[config.mk]
export PLATFORM = sky130hd
export DESIGN_NAME = ppm_monitor
export DESIGN_NICKNAME = d
export VERILOG_FILES = /design/src/ppm_pkg.sv /design/src/ppm_monitor.sv /design/src/ppm_queue_watch.sv
export SDC_FILE = /design/constraint.sdc
export NUM_CORES = 2
export LEC_CHECK = 0
export BUFFER_PORTS_ARGS = -buffer_cell sky130_fd_sc_hd__buf_4
export CAP_MARGIN = 20
export CORE_MARGIN = 4
export CORE_UTILIZATION = 50
export CTS_BUF_LIST = sky130_fd_sc_hd__clkbuf_8
export CTS_CLUSTER_SIZE = 20
export DETAILED_ROUTE_END_ITERATION = 6
export GPL_TIMING_DRIVEN = 0
export HOLD_SLACK_MARGIN = 0.03
export PLACE_DENSITY_LB_ADDON = 0.2
export SLEW_MARGIN = 20
export SYNTH_ARGS = -nofsm -noshare
export SYNTH_HDL_FRONTEND = slang
export SYNTH_SLANG_ARGS = --single-unit
export TNS_END_PERCENT = 5
[constraint.sdc]
create_clock -name aclk -period 4.5 [get_ports aclk]
set_clock_uncertainty 0.2 [all_clocks]
set_input_delay 0.675 -clock aclk [delete_from_list [all_inputs] [get_ports aclk]]
set_output_delay 0.675 -clock aclk [all_outputs]
set_load 0.02 [all_outputs]
[src/ppm_pkg.sv]
// Package for the port performance monitor: register map, field layout, event carrier.
// Assumes one instance of the monitor per packet port, all on the port clock aclk.
`default_nettype none
package ppm_pkg;
  // ----------------------------------------------------------------
  // Register byte offsets
  // ----------------------------------------------------------------
  localparam logic [7:0] PPM_CNT_CTL0 = 8'h00;
  localparam logic [7:0] PPM_CNT_CTL1 = 8'h04;
  localparam logic [7:0] PPM_CNT_CTL2 = 8'h08;
  localparam logic [7:0] PPM_CNT_CTL3 = 8'h0C;
  localparam logic [7:0] PPM_CNT0 = 8'h10;
  localparam logic [7:0] PPM_CNT1 = 8'h14;
  localparam logic [7:0] PPM_CNT2 = 8'h18;
  localparam logic [7:0] PPM_CNT3 = 8'h1C;
  localparam logic [7:0] PPM_OQ_MARK = 8'h20;
  localparam logic [7:0] PPM_OQ_STAT = 8'h24;
  localparam logic [7:0] PPM_OQ_TIME = 8'h28;
  localparam logic [7:0] PPM_IQ_MARK = 8'h30;
  localparam logic [7:0] PPM_IQ_STAT = 8'h34;
  localparam logic [7:0] PPM_IQ_TIME = 8'h38;
  localparam logic [7:0] PPM_ROD_CNT = 8'h40;
  localparam logic [7:0] PPM_ROD_LIM = 8'h44;
  localparam logic [7:0] PPM_ALERT_CTL = 8'h48;
  // ----------------------------------------------------------------
  // Field layout and sizes
  // ----------------------------------------------------------------
  localparam int PPM_NCNT = 4;
  localparam int PPM_QW = 8;
  // Counter control: [0] direction (1 = receive), [1] packets, [2] priority filter, [4:3] priority.
  localparam int CTL_DIR = 0;
  localparam int CTL_PKT = 1;
  localparam int CTL_PFE = 2;
  localparam int CTL_PRI_LO = 3;
  // Watermark register: [7:0] depth mark, [23:8] event limit, [31:24] time unit prescale.
  localparam int MARK_LIM_LO = 8;
  localparam int MARK_UNIT_LO = 24;
  // Alert control: [0] out irq en, [1] out port-write en, [2] in irq en, [3] in pw en, [4] reorder irq en.
  localparam int ALR_OIRQ = 0;
  localparam int ALR_OPW = 1;
  localparam int ALR_IIRQ = 2;
  localparam int ALR_IPW = 3;
  localparam int ALR_RIRQ = 4;
  localparam logic [31:0] PPM_RST_VAL = 32'h0000_0000;
  localparam logic [31:0] PPM_MAX = 32'hFFFF_FFFF;
  localparam logic [1:0] AXI_OKAY = 2'b00;
  localparam logic [1:0] AXI_SLVERR = 2'b10;

  // Per-direction traffic event, one cycle per word beat.
  typedef struct packed {
    logic word;     // One 32-bit word moved on the link.
    logic pkt_end;  // Last word of a packet.
    logic retried;  // The packet ending now was retried.
    logic [1:0] pri;
  } ppm_link_ev_t;

  // Counter add: saturates and restarts on a clearing read.
  function automatic logic [31:0] ppm_bump(input logic [31:0] cur, input logic ev, input logic clr);
    logic [31:0] base;
    base = clr ? PPM_RST_VAL : cur;
    if (ev && base != PPM_MAX) begin
      base = base + 32'h0000_0001;
    end
    return base;
  endfunction
endpackage
`default_nettype wire

[src/ppm_monitor.sv]
// Port performance monitor: statistics counters, queue watchers, reorder counter, AXI4-Lite slave.
// Assumes event inputs come from port logic on aclk; each port instantiates its own copy.
//
// Our own choices: the AXI4-Lite slave port and the register addresses.
`default_nettype none
// Behaviour
// [RULE1] One full independent register set per port
// [RULE2] Counter can count 32-bit words
// [RULE3] Counter can count whole packets
// [RULE4] Packet counting optionally filtered by priority
// [RULE5] Retried packets never counted
// [RULE6] Separate inbound and outbound depth watermarks
// [RULE7] Count crossings above watermark per direction
// [RULE8] Accumulate time above watermark, programmable units
// [RULE9] Limit passed raises interrupt and/or port-write
// [RULE10] Count packet reorders in switch fabric
// [RULE11] Reorder threshold reached triggers interrupt
// [RULE12] Performance registers are readable and writable; the OQ/IQ STAT and TIME counters ignore writes here
// [RULE13] Counters clear to zero on read
// [RULE14] Counters saturate at maximum value
// [RULE15] 32-bit counters with direction/type/priority select
// [RULE16] Event during clearing read restarts at one
module ppm_monitor
  import ppm_pkg::*;
(
  input wire logic aclk,
  input wire logic aresetn,
  input wire logic [7:0] s_axi_awaddr,
  input wire logic s_axi_awvalid,
  output logic s_axi_awready,
  input wire logic [31:0] s_axi_wdata,
  input wire logic [3:0] s_axi_wstrb,
  input wire logic s_axi_wvalid,
  output logic s_axi_wready,
  output logic [1:0] s_axi_bresp,
  output logic s_axi_bvalid,
  input wire logic s_axi_bready,
  input wire logic [7:0] s_axi_araddr,
  input wire logic s_axi_arvalid,
  output logic s_axi_arready,
  output logic [31:0] s_axi_rdata,
  output logic [1:0] s_axi_rresp,
  output logic s_axi_rvalid,
  input wire logic s_axi_rready,
  input wire ppm_link_ev_t tx_ev,
  input wire ppm_link_ev_t rx_ev,
  input wire logic [PPM_QW-1:0] oq_depth,
  input wire logic [PPM_QW-1:0] iq_depth,
  input wire logic reorder_ev,
  output logic irq,
  output logic port_write_req
);
  // ----------------------------------------------------------------
  // Configuration and counter state
  // ----------------------------------------------------------------
  logic [31:0] ctl_reg [PPM_NCNT]; // [RULE1]
  logic [31:0] cnt_reg [PPM_NCNT];
  logic [31:0] oq_mark_reg;
  logic [31:0] iq_mark_reg;
  logic [31:0] rod_cnt_reg;
  logic [31:0] rod_lim_reg;
  logic [31:0] alert_reg;
  logic [31:0] oq_stat;
  logic [31:0] oq_time;
  logic [31:0] iq_stat;
  logic [31:0] iq_time;
  logic oq_over;
  logic iq_over;

  // ----------------------------------------------------------------
  // AXI4-Lite slave
  // ----------------------------------------------------------------
  logic [7:0] aw_addr_reg;
  logic aw_have_reg;
  logic [31:0] w_data_reg;
  logic [3:0] w_strb_reg;
  logic w_have_reg;
  logic wr_fire;
  logic rd_fire;
  logic [7:0] rd_addr;

  assign wr_fire = aw_have_reg && w_have_reg && !s_axi_bvalid;
  assign rd_fire = s_axi_arvalid && s_axi_arready;
  assign rd_addr = s_axi_araddr;

  function automatic logic [31:0] merge(input logic [31:0] old, input logic [31:0] nw, input logic [3:0] st);
    logic [31:0] r;
    r = old;
    for (int b = 0; b < 4; b++) begin
      if (st[b]) begin
        r[b*8 +: 8] = nw[b*8 +: 8];
      end
    end
    return r;
  endfunction

  function automatic logic mapped(input logic [7:0] a);
    logic ok;
    ok = 1'b0;
    unique case (a)
      PPM_CNT_CTL0, PPM_CNT_CTL1, PPM_CNT_CTL2, PPM_CNT_CTL3,
      PPM_CNT0, PPM_CNT1, PPM_CNT2, PPM_CNT3,
      PPM_OQ_MARK, PPM_OQ_STAT, PPM_OQ_TIME,
      PPM_IQ_MARK, PPM_IQ_STAT, PPM_IQ_TIME,
      PPM_ROD_CNT, PPM_ROD_LIM, PPM_ALERT_CTL: ok = 1'b1;
      default: ok = 1'b0;
    endcase
    return ok;
  endfunction

  // Address and data are latched separately so the master may offer them in either order.
  always_ff @(posedge aclk) begin
    if (!aresetn) begin
      aw_have_reg <= 1'b0;
      aw_addr_reg <= 8'h00;
      s_axi_awready <= 1'b0;
    end else begin
      s_axi_awready <= !aw_have_reg && !s_axi_awready && s_axi_awvalid;
      if (s_axi_awvalid && s_axi_awready) begin
        aw_have_reg <= 1'b1;
        aw_addr_reg <= s_axi_awaddr;
      end else if (wr_fire) begin
        aw_have_reg <= 1'b0;
      end
    end
  end

  always_ff @(posedge aclk) begin
    if (!aresetn) begin
      w_have_reg <= 1'b0;
      w_data_reg <= 32'h0000_0000;
      w_strb_reg <= 4'h0;
      s_axi_wready <= 1'b0;
    end else begin
      s_axi_wready <= !w_have_reg && !s_axi_wready && s_axi_wvalid;
      if (s_axi_wvalid && s_axi_wready) begin
        w_have_reg <= 1'b1;
        w_data_reg <= s_axi_wdata;
        w_strb_reg <= s_axi_wstrb;
      end else if (wr_fire) begin
        w_have_reg <= 1'b0;
      end
    end
  end

  always_ff @(posedge aclk) begin
    if (!aresetn) begin
      s_axi_bvalid <= 1'b0;
      s_axi_bresp <= AXI_OKAY;
    end else if (wr_fire) begin
      s_axi_bvalid <= 1'b1;
      s_axi_bresp <= mapped(aw_addr_reg) ? AXI_OKAY : AXI_SLVERR;
    end else if (s_axi_bready) begin
      s_axi_bvalid <= 1'b0;
    end
  end

  always_ff @(posedge aclk) begin
    if (!aresetn) begin
      s_axi_arready <= 1'b0;
    end else begin
      s_axi_arready <= s_axi_arvalid && !s_axi_arready && !s_axi_rvalid;
    end
  end

  // Read mux; the read that takes a counter's value is the one that clears it.
  function automatic logic [31:0] rd_mux(input logic [7:0] a);
    logic [31:0] v;
    v = 32'h0000_0000;
    unique case (a)
      PPM_CNT_CTL0: v = ctl_reg[0];
      PPM_CNT_CTL1: v = ctl_reg[1];
      PPM_CNT_CTL2: v = ctl_reg[2];
      PPM_CNT_CTL3: v = ctl_reg[3];
      PPM_CNT0: v = cnt_reg[0];
      PPM_CNT1: v = cnt_reg[1];
      PPM_CNT2: v = cnt_reg[2];
      PPM_CNT3: v = cnt_reg[3];
      PPM_OQ_MARK: v = oq_mark_reg;
      PPM_OQ_STAT: v = oq_stat;
      PPM_OQ_TIME: v = oq_time;
      PPM_IQ_MARK: v = iq_mark_reg;
      PPM_IQ_STAT: v = iq_stat;
      PPM_IQ_TIME: v = iq_time;
      PPM_ROD_CNT: v = rod_cnt_reg;
      PPM_ROD_LIM: v = rod_lim_reg;
      PPM_ALERT_CTL: v = alert_reg;
      default: v = 32'h0000_0000;
    endcase
    return v;
  endfunction

  always_ff @(posedge aclk) begin
    if (!aresetn) begin
      s_axi_rvalid <= 1'b0;
      s_axi_rdata <= 32'h0000_0000;
      s_axi_rresp <= AXI_OKAY;
    end else if (rd_fire) begin
      s_axi_rvalid <= 1'b1;
      s_axi_rdata <= rd_mux(rd_addr); // [RULE12]
      s_axi_rresp <= mapped(rd_addr) ? AXI_OKAY : AXI_SLVERR;
    end else if (s_axi_rready) begin
      s_axi_rvalid <= 1'b0;
    end
  end

  // ----------------------------------------------------------------
  // Configuration registers
  // ----------------------------------------------------------------
  function automatic logic wr_hit(input logic [7:0] a);
    return wr_fire && aw_addr_reg == a;
  endfunction

  always_ff @(posedge aclk) begin
    if (!aresetn) begin
      oq_mark_reg <= PPM_RST_VAL;
      iq_mark_reg <= PPM_RST_VAL;
      rod_lim_reg <= PPM_RST_VAL;
      alert_reg <= PPM_RST_VAL;
    end else begin
      if (wr_hit(PPM_OQ_MARK)) oq_mark_reg <= merge(oq_mark_reg, w_data_reg, w_strb_reg); // [RULE6]
      if (wr_hit(PPM_IQ_MARK)) iq_mark_reg <= merge(iq_mark_reg, w_data_reg, w_strb_reg); // [RULE6]
      if (wr_hit(PPM_ROD_LIM)) rod_lim_reg <= merge(rod_lim_reg, w_data_reg, w_strb_reg);
      if (wr_hit(PPM_ALERT_CTL)) alert_reg <= merge(alert_reg, w_data_reg, w_strb_reg);
    end
  end

  // ----------------------------------------------------------------
  // Statistics counters
  // ----------------------------------------------------------------
  // Event selection per counter from its control word. [RULE15]
  function automatic logic sel_event(input logic [31:0] ctl, input ppm_link_ev_t tx, input ppm_link_ev_t rx);
    ppm_link_ev_t e;
    logic hit;
    e = ctl[CTL_DIR] ? rx : tx;
    if (!ctl[CTL_PKT]) begin
      hit = e.word; // [RULE2]
    end else begin
      hit = e.word && e.pkt_end && !e.retried; // [RULE3] [RULE5]
      if (ctl[CTL_PFE] && e.pri != ctl[CTL_PRI_LO +: 2]) begin
        hit = 1'b0; // [RULE4]
      end
    end
    return hit;
  endfunction

  // A write loads the counter; a read clears it, with a coincident event counted as one. [RULE12]
  for (genvar i = 0; i < PPM_NCNT; i++) begin : g_cnt
    localparam logic [7:0] CTL_A = PPM_CNT_CTL0 + 8'(4 * i);
    localparam logic [7:0] CNT_A = PPM_CNT0 + 8'(4 * i);
    always_ff @(posedge aclk) begin
      if (!aresetn) begin
        ctl_reg[i] <= PPM_RST_VAL;
      end else if (wr_hit(CTL_A)) begin
        ctl_reg[i] <= merge(ctl_reg[i], w_data_reg, w_strb_reg);
      end
    end
    always_ff @(posedge aclk) begin
      if (!aresetn) begin
        cnt_reg[i] <= PPM_RST_VAL;
      end else if (wr_hit(CNT_A)) begin
        cnt_reg[i] <= merge(cnt_reg[i], w_data_reg, w_strb_reg);
      end else begin
        cnt_reg[i] <= ppm_bump(cnt_reg[i], sel_event(ctl_reg[i], tx_ev, rx_ev),
                               rd_fire && rd_addr == CNT_A); // [RULE13] [RULE14] [RULE16]
      end
    end
  end

  // ----------------------------------------------------------------
  // Queue watermark watchers
  // ----------------------------------------------------------------
  ppm_queue_watch u_oq (
    .aclk(aclk),
    .aresetn(aresetn),
    .depth(oq_depth),
    .mark_cfg(oq_mark_reg),
    .rd_stat(rd_fire && rd_addr == PPM_OQ_STAT),
    .rd_time(rd_fire && rd_addr == PPM_OQ_TIME),
    .stat_reg(oq_stat),
    .time_reg(oq_time),
    .over_limit(oq_over)
  );

  ppm_queue_watch u_iq (
    .aclk(aclk),
    .aresetn(aresetn),
    .depth(iq_depth),
    .mark_cfg(iq_mark_reg),
    .rd_stat(rd_fire && rd_addr == PPM_IQ_STAT),
    .rd_time(rd_fire && rd_addr == PPM_IQ_TIME),
    .stat_reg(iq_stat),
    .time_reg(iq_time),
    .over_limit(iq_over)
  );

  // ----------------------------------------------------------------
  // Reorder counter
  // ----------------------------------------------------------------
  always_ff @(posedge aclk) begin
    if (!aresetn) begin
      rod_cnt_reg <= PPM_RST_VAL;
    end else if (wr_hit(PPM_ROD_CNT)) begin
      rod_cnt_reg <= merge(rod_cnt_reg, w_data_reg, w_strb_reg);
    end else begin
      rod_cnt_reg <= ppm_bump(rod_cnt_reg, reorder_ev, rd_fire && rd_addr == PPM_ROD_CNT); // [RULE10] [RULE13]
    end
  end

  // ----------------------------------------------------------------
  // Alerts
  // ----------------------------------------------------------------
  // Alerts are levels that follow the counts, so reading a counter to zero also drops its alert.
  always_ff @(posedge aclk) begin
    if (!aresetn) begin
      irq <= 1'b0;
      port_write_req <= 1'b0;
    end else begin
      irq <= (oq_over && alert_reg[ALR_OIRQ]) || (iq_over && alert_reg[ALR_IIRQ]) || // [RULE9]
             (alert_reg[ALR_RIRQ] && rod_lim_reg != 32'h0000_0000 && rod_cnt_reg >= rod_lim_reg); // [RULE11]
      port_write_req <= (oq_over && alert_reg[ALR_OPW]) || (iq_over && alert_reg[ALR_IPW]); // [RULE9]
    end
  end
endmodule
`default_nettype wire

[src/ppm_queue_watch.sv]
// Watermark watcher for one queue direction.
// Assumes depth comes from logic on aclk; counters clear on the read strobes given.
`default_nettype none
module ppm_queue_watch
  import ppm_pkg::*;
(
  input wire logic aclk,
  input wire logic aresetn,
  input wire logic [PPM_QW-1:0] depth,
  input wire logic [31:0] mark_cfg,
  input wire logic rd_stat,
  input wire logic rd_time,
  output logic [31:0] stat_reg,
  output logic [31:0] time_reg,
  output logic over_limit
);
  logic above_reg;
  logic above_now;
  logic [7:0] tick_reg;
  logic unit_done;

  assign above_now = depth > mark_cfg[PPM_QW-1:0];
  assign unit_done = above_reg && (tick_reg == mark_cfg[MARK_UNIT_LO +: 8]);

  always_ff @(posedge aclk) begin
    if (!aresetn) begin
      above_reg <= 1'b0;
    end else begin
      above_reg <= above_now;
    end
  end

  // Count each rising crossing of the watermark. [RULE7] [RULE13] [RULE14] [RULE16]
  always_ff @(posedge aclk) begin
    if (!aresetn) begin
      stat_reg <= PPM_RST_VAL;
    end else begin
      stat_reg <= ppm_bump(stat_reg, above_now && !above_reg, rd_stat);
    end
  end

  // Time above mark, one step per (prescale+1) cycles. [RULE8]
  always_ff @(posedge aclk) begin
    if (!aresetn || !above_reg || unit_done) begin
      tick_reg <= 8'h00;
    end else begin
      tick_reg <= tick_reg + 8'h01;
    end
  end

  always_ff @(posedge aclk) begin
    if (!aresetn) begin
      time_reg <= PPM_RST_VAL;
    end else begin
      time_reg <= ppm_bump(time_reg, unit_done, rd_time); // [RULE13] [RULE14]
    end
  end

  // Limit compare against the programmed event count. [RULE9]
  always_ff @(posedge aclk) begin
    if (!aresetn) begin
      over_limit <= 1'b0;
    end else begin
      over_limit <= (mark_cfg[MARK_LIM_LO +: 16] != 16'h0000) && (stat_reg > {16'h0000, mark_cfg[MARK_LIM_LO +: 16]});
    end
  end
endmodule
`default_nettype wire

==> results.sh <==
export IMPL_outcome="finished, violations left"
export IMPL_violations="DRC, setup timing"
export IMPL_finalCritPeriodShare=1.043
export IMPL_grt_busiest_layer="met2"
export IMPL_finalMaxSlewViolations=0
export IMPL_dp_hpwl_um=150300
export IMPL_met3_usage=0.2110
export IMPL_wl_per_cell_um=36.01
export IMPL_final_cell_mix="nand2_1 (635), dfxtp_1 (395), nor2_1 (296)"
export IMPL_finalHoldViolCount=0
export IMPL_critPathRequiredTime_ps=4720
export IMPL_placed_area_um2=37520
export IMPL_seq_area_frac_synth=0.4423
export IMPL_coreArea_um2=70030
export IMPL_arrival_ps=4910
export IMPL_setup_violations_final=66
export IMPL_holdWs_ps=93.89
export IMPL_critPathLaunchType="input pin"
export IMPL_nets=4574
export IMPL_vias=37337
export IMPL_final_common_cell="nand2_1"
export IMPL_critPathKind="in2reg"
export IMPL_p_leak_uw=0.01421
export IMPL_yosysWarnings=0
export IMPL_critPathMaxFanout=10
export IMPL_powerDensity_nw_per_um2=324.1
export IMPL_met1_usage=0.6432
export IMPL_grt_pass1_wl_um=265000
export IMPL_numCtsBuffers=114
export IMPL_max_clock_freq_mhz=213.0
export IMPL_ir_worst_vdd_mv=0.3474
export IMPL_row_count=97
export IMPL_drtAntennaViolNets=0
export IMPL_routabilityCongestion=1.133
export IMPL_cts_sinks=651
export IMPL_clk_path_buf_depth=3
export IMPL_cts_tree="built"
export IMPL_ctsRootBufferMaster="clkbuf_8"
export IMPL_pin_count=129
export IMPL_path_clk_slew_ps=60
export IMPL_grt_use_total=0.5106
export IMPL_ys_flop_type="dfxtp_1"
export IMPL_first_iter_violations=7001
export IMPL_max_slew_margin_rel=0.1143
export IMPL_grt_pass1_vias=33483
export IMPL_end_kind="flip-flop"
export IMPL_die_w_um=273.6
export IMPL_rsz0062_at_grt="true"
export IMPL_ys_seq_elements=651
export IMPL_synthArstFlopShare=0
export IMPL_nFillCells=6414
export IMPL_multi_input_area_um2=18380
export IMPL_met2_usage=0.6870
export IMPL_start_util=0.5035
export IMPL_via_per_inst=6.850
export IMPL_die_area_um2=74840
export IMPL_route_detailed_drc=5
export IMPL_ys_types=80
export IMPL_grt_max_degree=18
export IMPL_post_route_cell_area_um2=40700
export IMPL_register_area_um2=15600
export IMPL_port_buffers=122
export IMPL_area_growth_pct=15.43
export IMPL_synth_edf_count=256
export IMPL_antenna_found_initial=20
export IMPL_drt_wl_total_um=196300
export IMPL_clock_latency_ps=810
export IMPL_die_h_um=273.6
export IMPL_grt_overflow=0
export IMPL_layout_drive_gt1_share=0.09491
export IMPL_min_period_ps=4694
export IMPL_h_tree_depth=3
export IMPL_avgSynthCellArea_um2=8.605
export IMPL_dr_pass1_iters=7
export IMPL_maxCapViolations=0
export IMPL_hp_class="in2reg"
export IMPL_worstMarginPinSlew_ps=1329
export IMPL_syn_area_um2=35260
export IMPL_layout_setup_ws_ps=-194.4
export IMPL_syn_inst=4098
==> metrics by stage <==
stage | TNS, ps | util | power, µW | setup WS [ps] | instances
2_1_floorplan | 0 | - | 6688 | 1.045 | 4099
3_3_place_gp | -310330 | 0.5335 | 7095 | -1333 | 5161
3_5_place_dp | -189000 | 0.5357 | 7112 | -1217 | 5169
4_1_cts | 0 | 0.5794 | 13060 | 39.25 | 5438
5_1_grt | -41.10 | 0.5809 | 13410 | -30.95 | 5441
6_report | -5706 | 0.5812 | 13190 | -194.4 | 5451
==> what timing repair did <==
action                     CTS  global route
setup buffers                3             2
gates resized for setup     12            23
hold endpoints to repair    48             0
pin swaps                    1             2
hold buffers                48             0
setup endpoints to repair  101            60
==> kinds of logic (layout without fill, tap and decap cells) <==
logic type	Yosys count	count (layout)	share of synthesized area
adder cells (fa/ha/maj)	91	91	0.03229
XOR/XNOR	283	283	0.07029
other	1	14	0.0001063
flip-flops	651	651	0.4423
AND/OR/NAND/NOR	1840	1840	0.2567
AO/OA/AOI/OAI	824	824	0.1476
multiplexers	37	37	0.01082
buffers and inverters	371	771	0.03999
==> layout make-up <==
cell class              count  share of cell area
flip-flops and latches    651              0.3831
multi-input cells        3077              0.4516
repair buffers            183             0.03738
inverters                 113             0.01042
well taps                 940             0.02890
diodes                     12           0.0007378
clock buffers             149             0.05038
plain buffers             257             0.02576
clock inverters            69             0.01171
==> cells in the mapped netlist (10+ instances only) <==
cell,count,area share
edfxtp_1,256,0.22
inv_1,112,0.012
nor2_1,301,0.032
nor3_1,60,0.0085
nor2b_1,13,0.0023
or2_2,13,0.0023
and4_1,22,0.0055
clkbuf_1,244,0.026
a22oi_1,167,0.036
mux2i_1,28,0.0079
xor2_1,162,0.040
and2_1,167,0.030
a31oi_1,11,0.0020
a21oi_1,269,0.038
nor4_1,59,0.010
nand4_1,163,0.029
nand2_1,635,0.068
a222oi_1,32,0.0091
a221oi_1,36,0.0089
nor4b_1,10,0.0025
ha_1,91,0.032
or3_1,35,0.0062
a22o_1,31,0.0077
nand3_1,258,0.037
o211ai_1,11,0.0023
and3_1,46,0.0082
o21ai_0,202,0.029
dfxtp_1,395,0.22
xnor2_1,121,0.030
a21o_1,15,0.0032
==> critical path, stage by stage <==
cell and delay, ps:
clkbuf_1 760, clkinv_1 820, or3_1 660, nor2_2 640, clkbuf_1 650, nand2_1 110
nand2_1 560
==> final timing paths <==
check,startpoint,endpoint,slack (ps),depth (start not counted)
setup / recovery,aresetn,ctl_reg[1][30],-190,7
setup reg to reg,s_axi_arready,u_oq.time_reg[11],60,16
hold reg to reg,s_axi_rvalid,s_axi_arready,240,1
hold / removal,s_axi_awvalid,aw_addr_reg[5],90,3
==> layer usage <==
metal,vias up,routed length [µm]
met5,-,70
met4,10,20300
met3,888,32250
met2,3330,74530
met1,17692,69140
li1,15417,-
==> where the power goes <==
group / internal [µW] / total, µW / switching [µW] / leakage [µW]
combinational: 224 / 775 / 552 / 0.00669
sequential: 6180 / 6310 / 131 / 0.00609
clock: 3280 / 6110 / 2830 / 0.00144
total: 9680 / 13200 / 3520 / 0.0142
No activity file was read; power rests on OpenSTA's default activity.
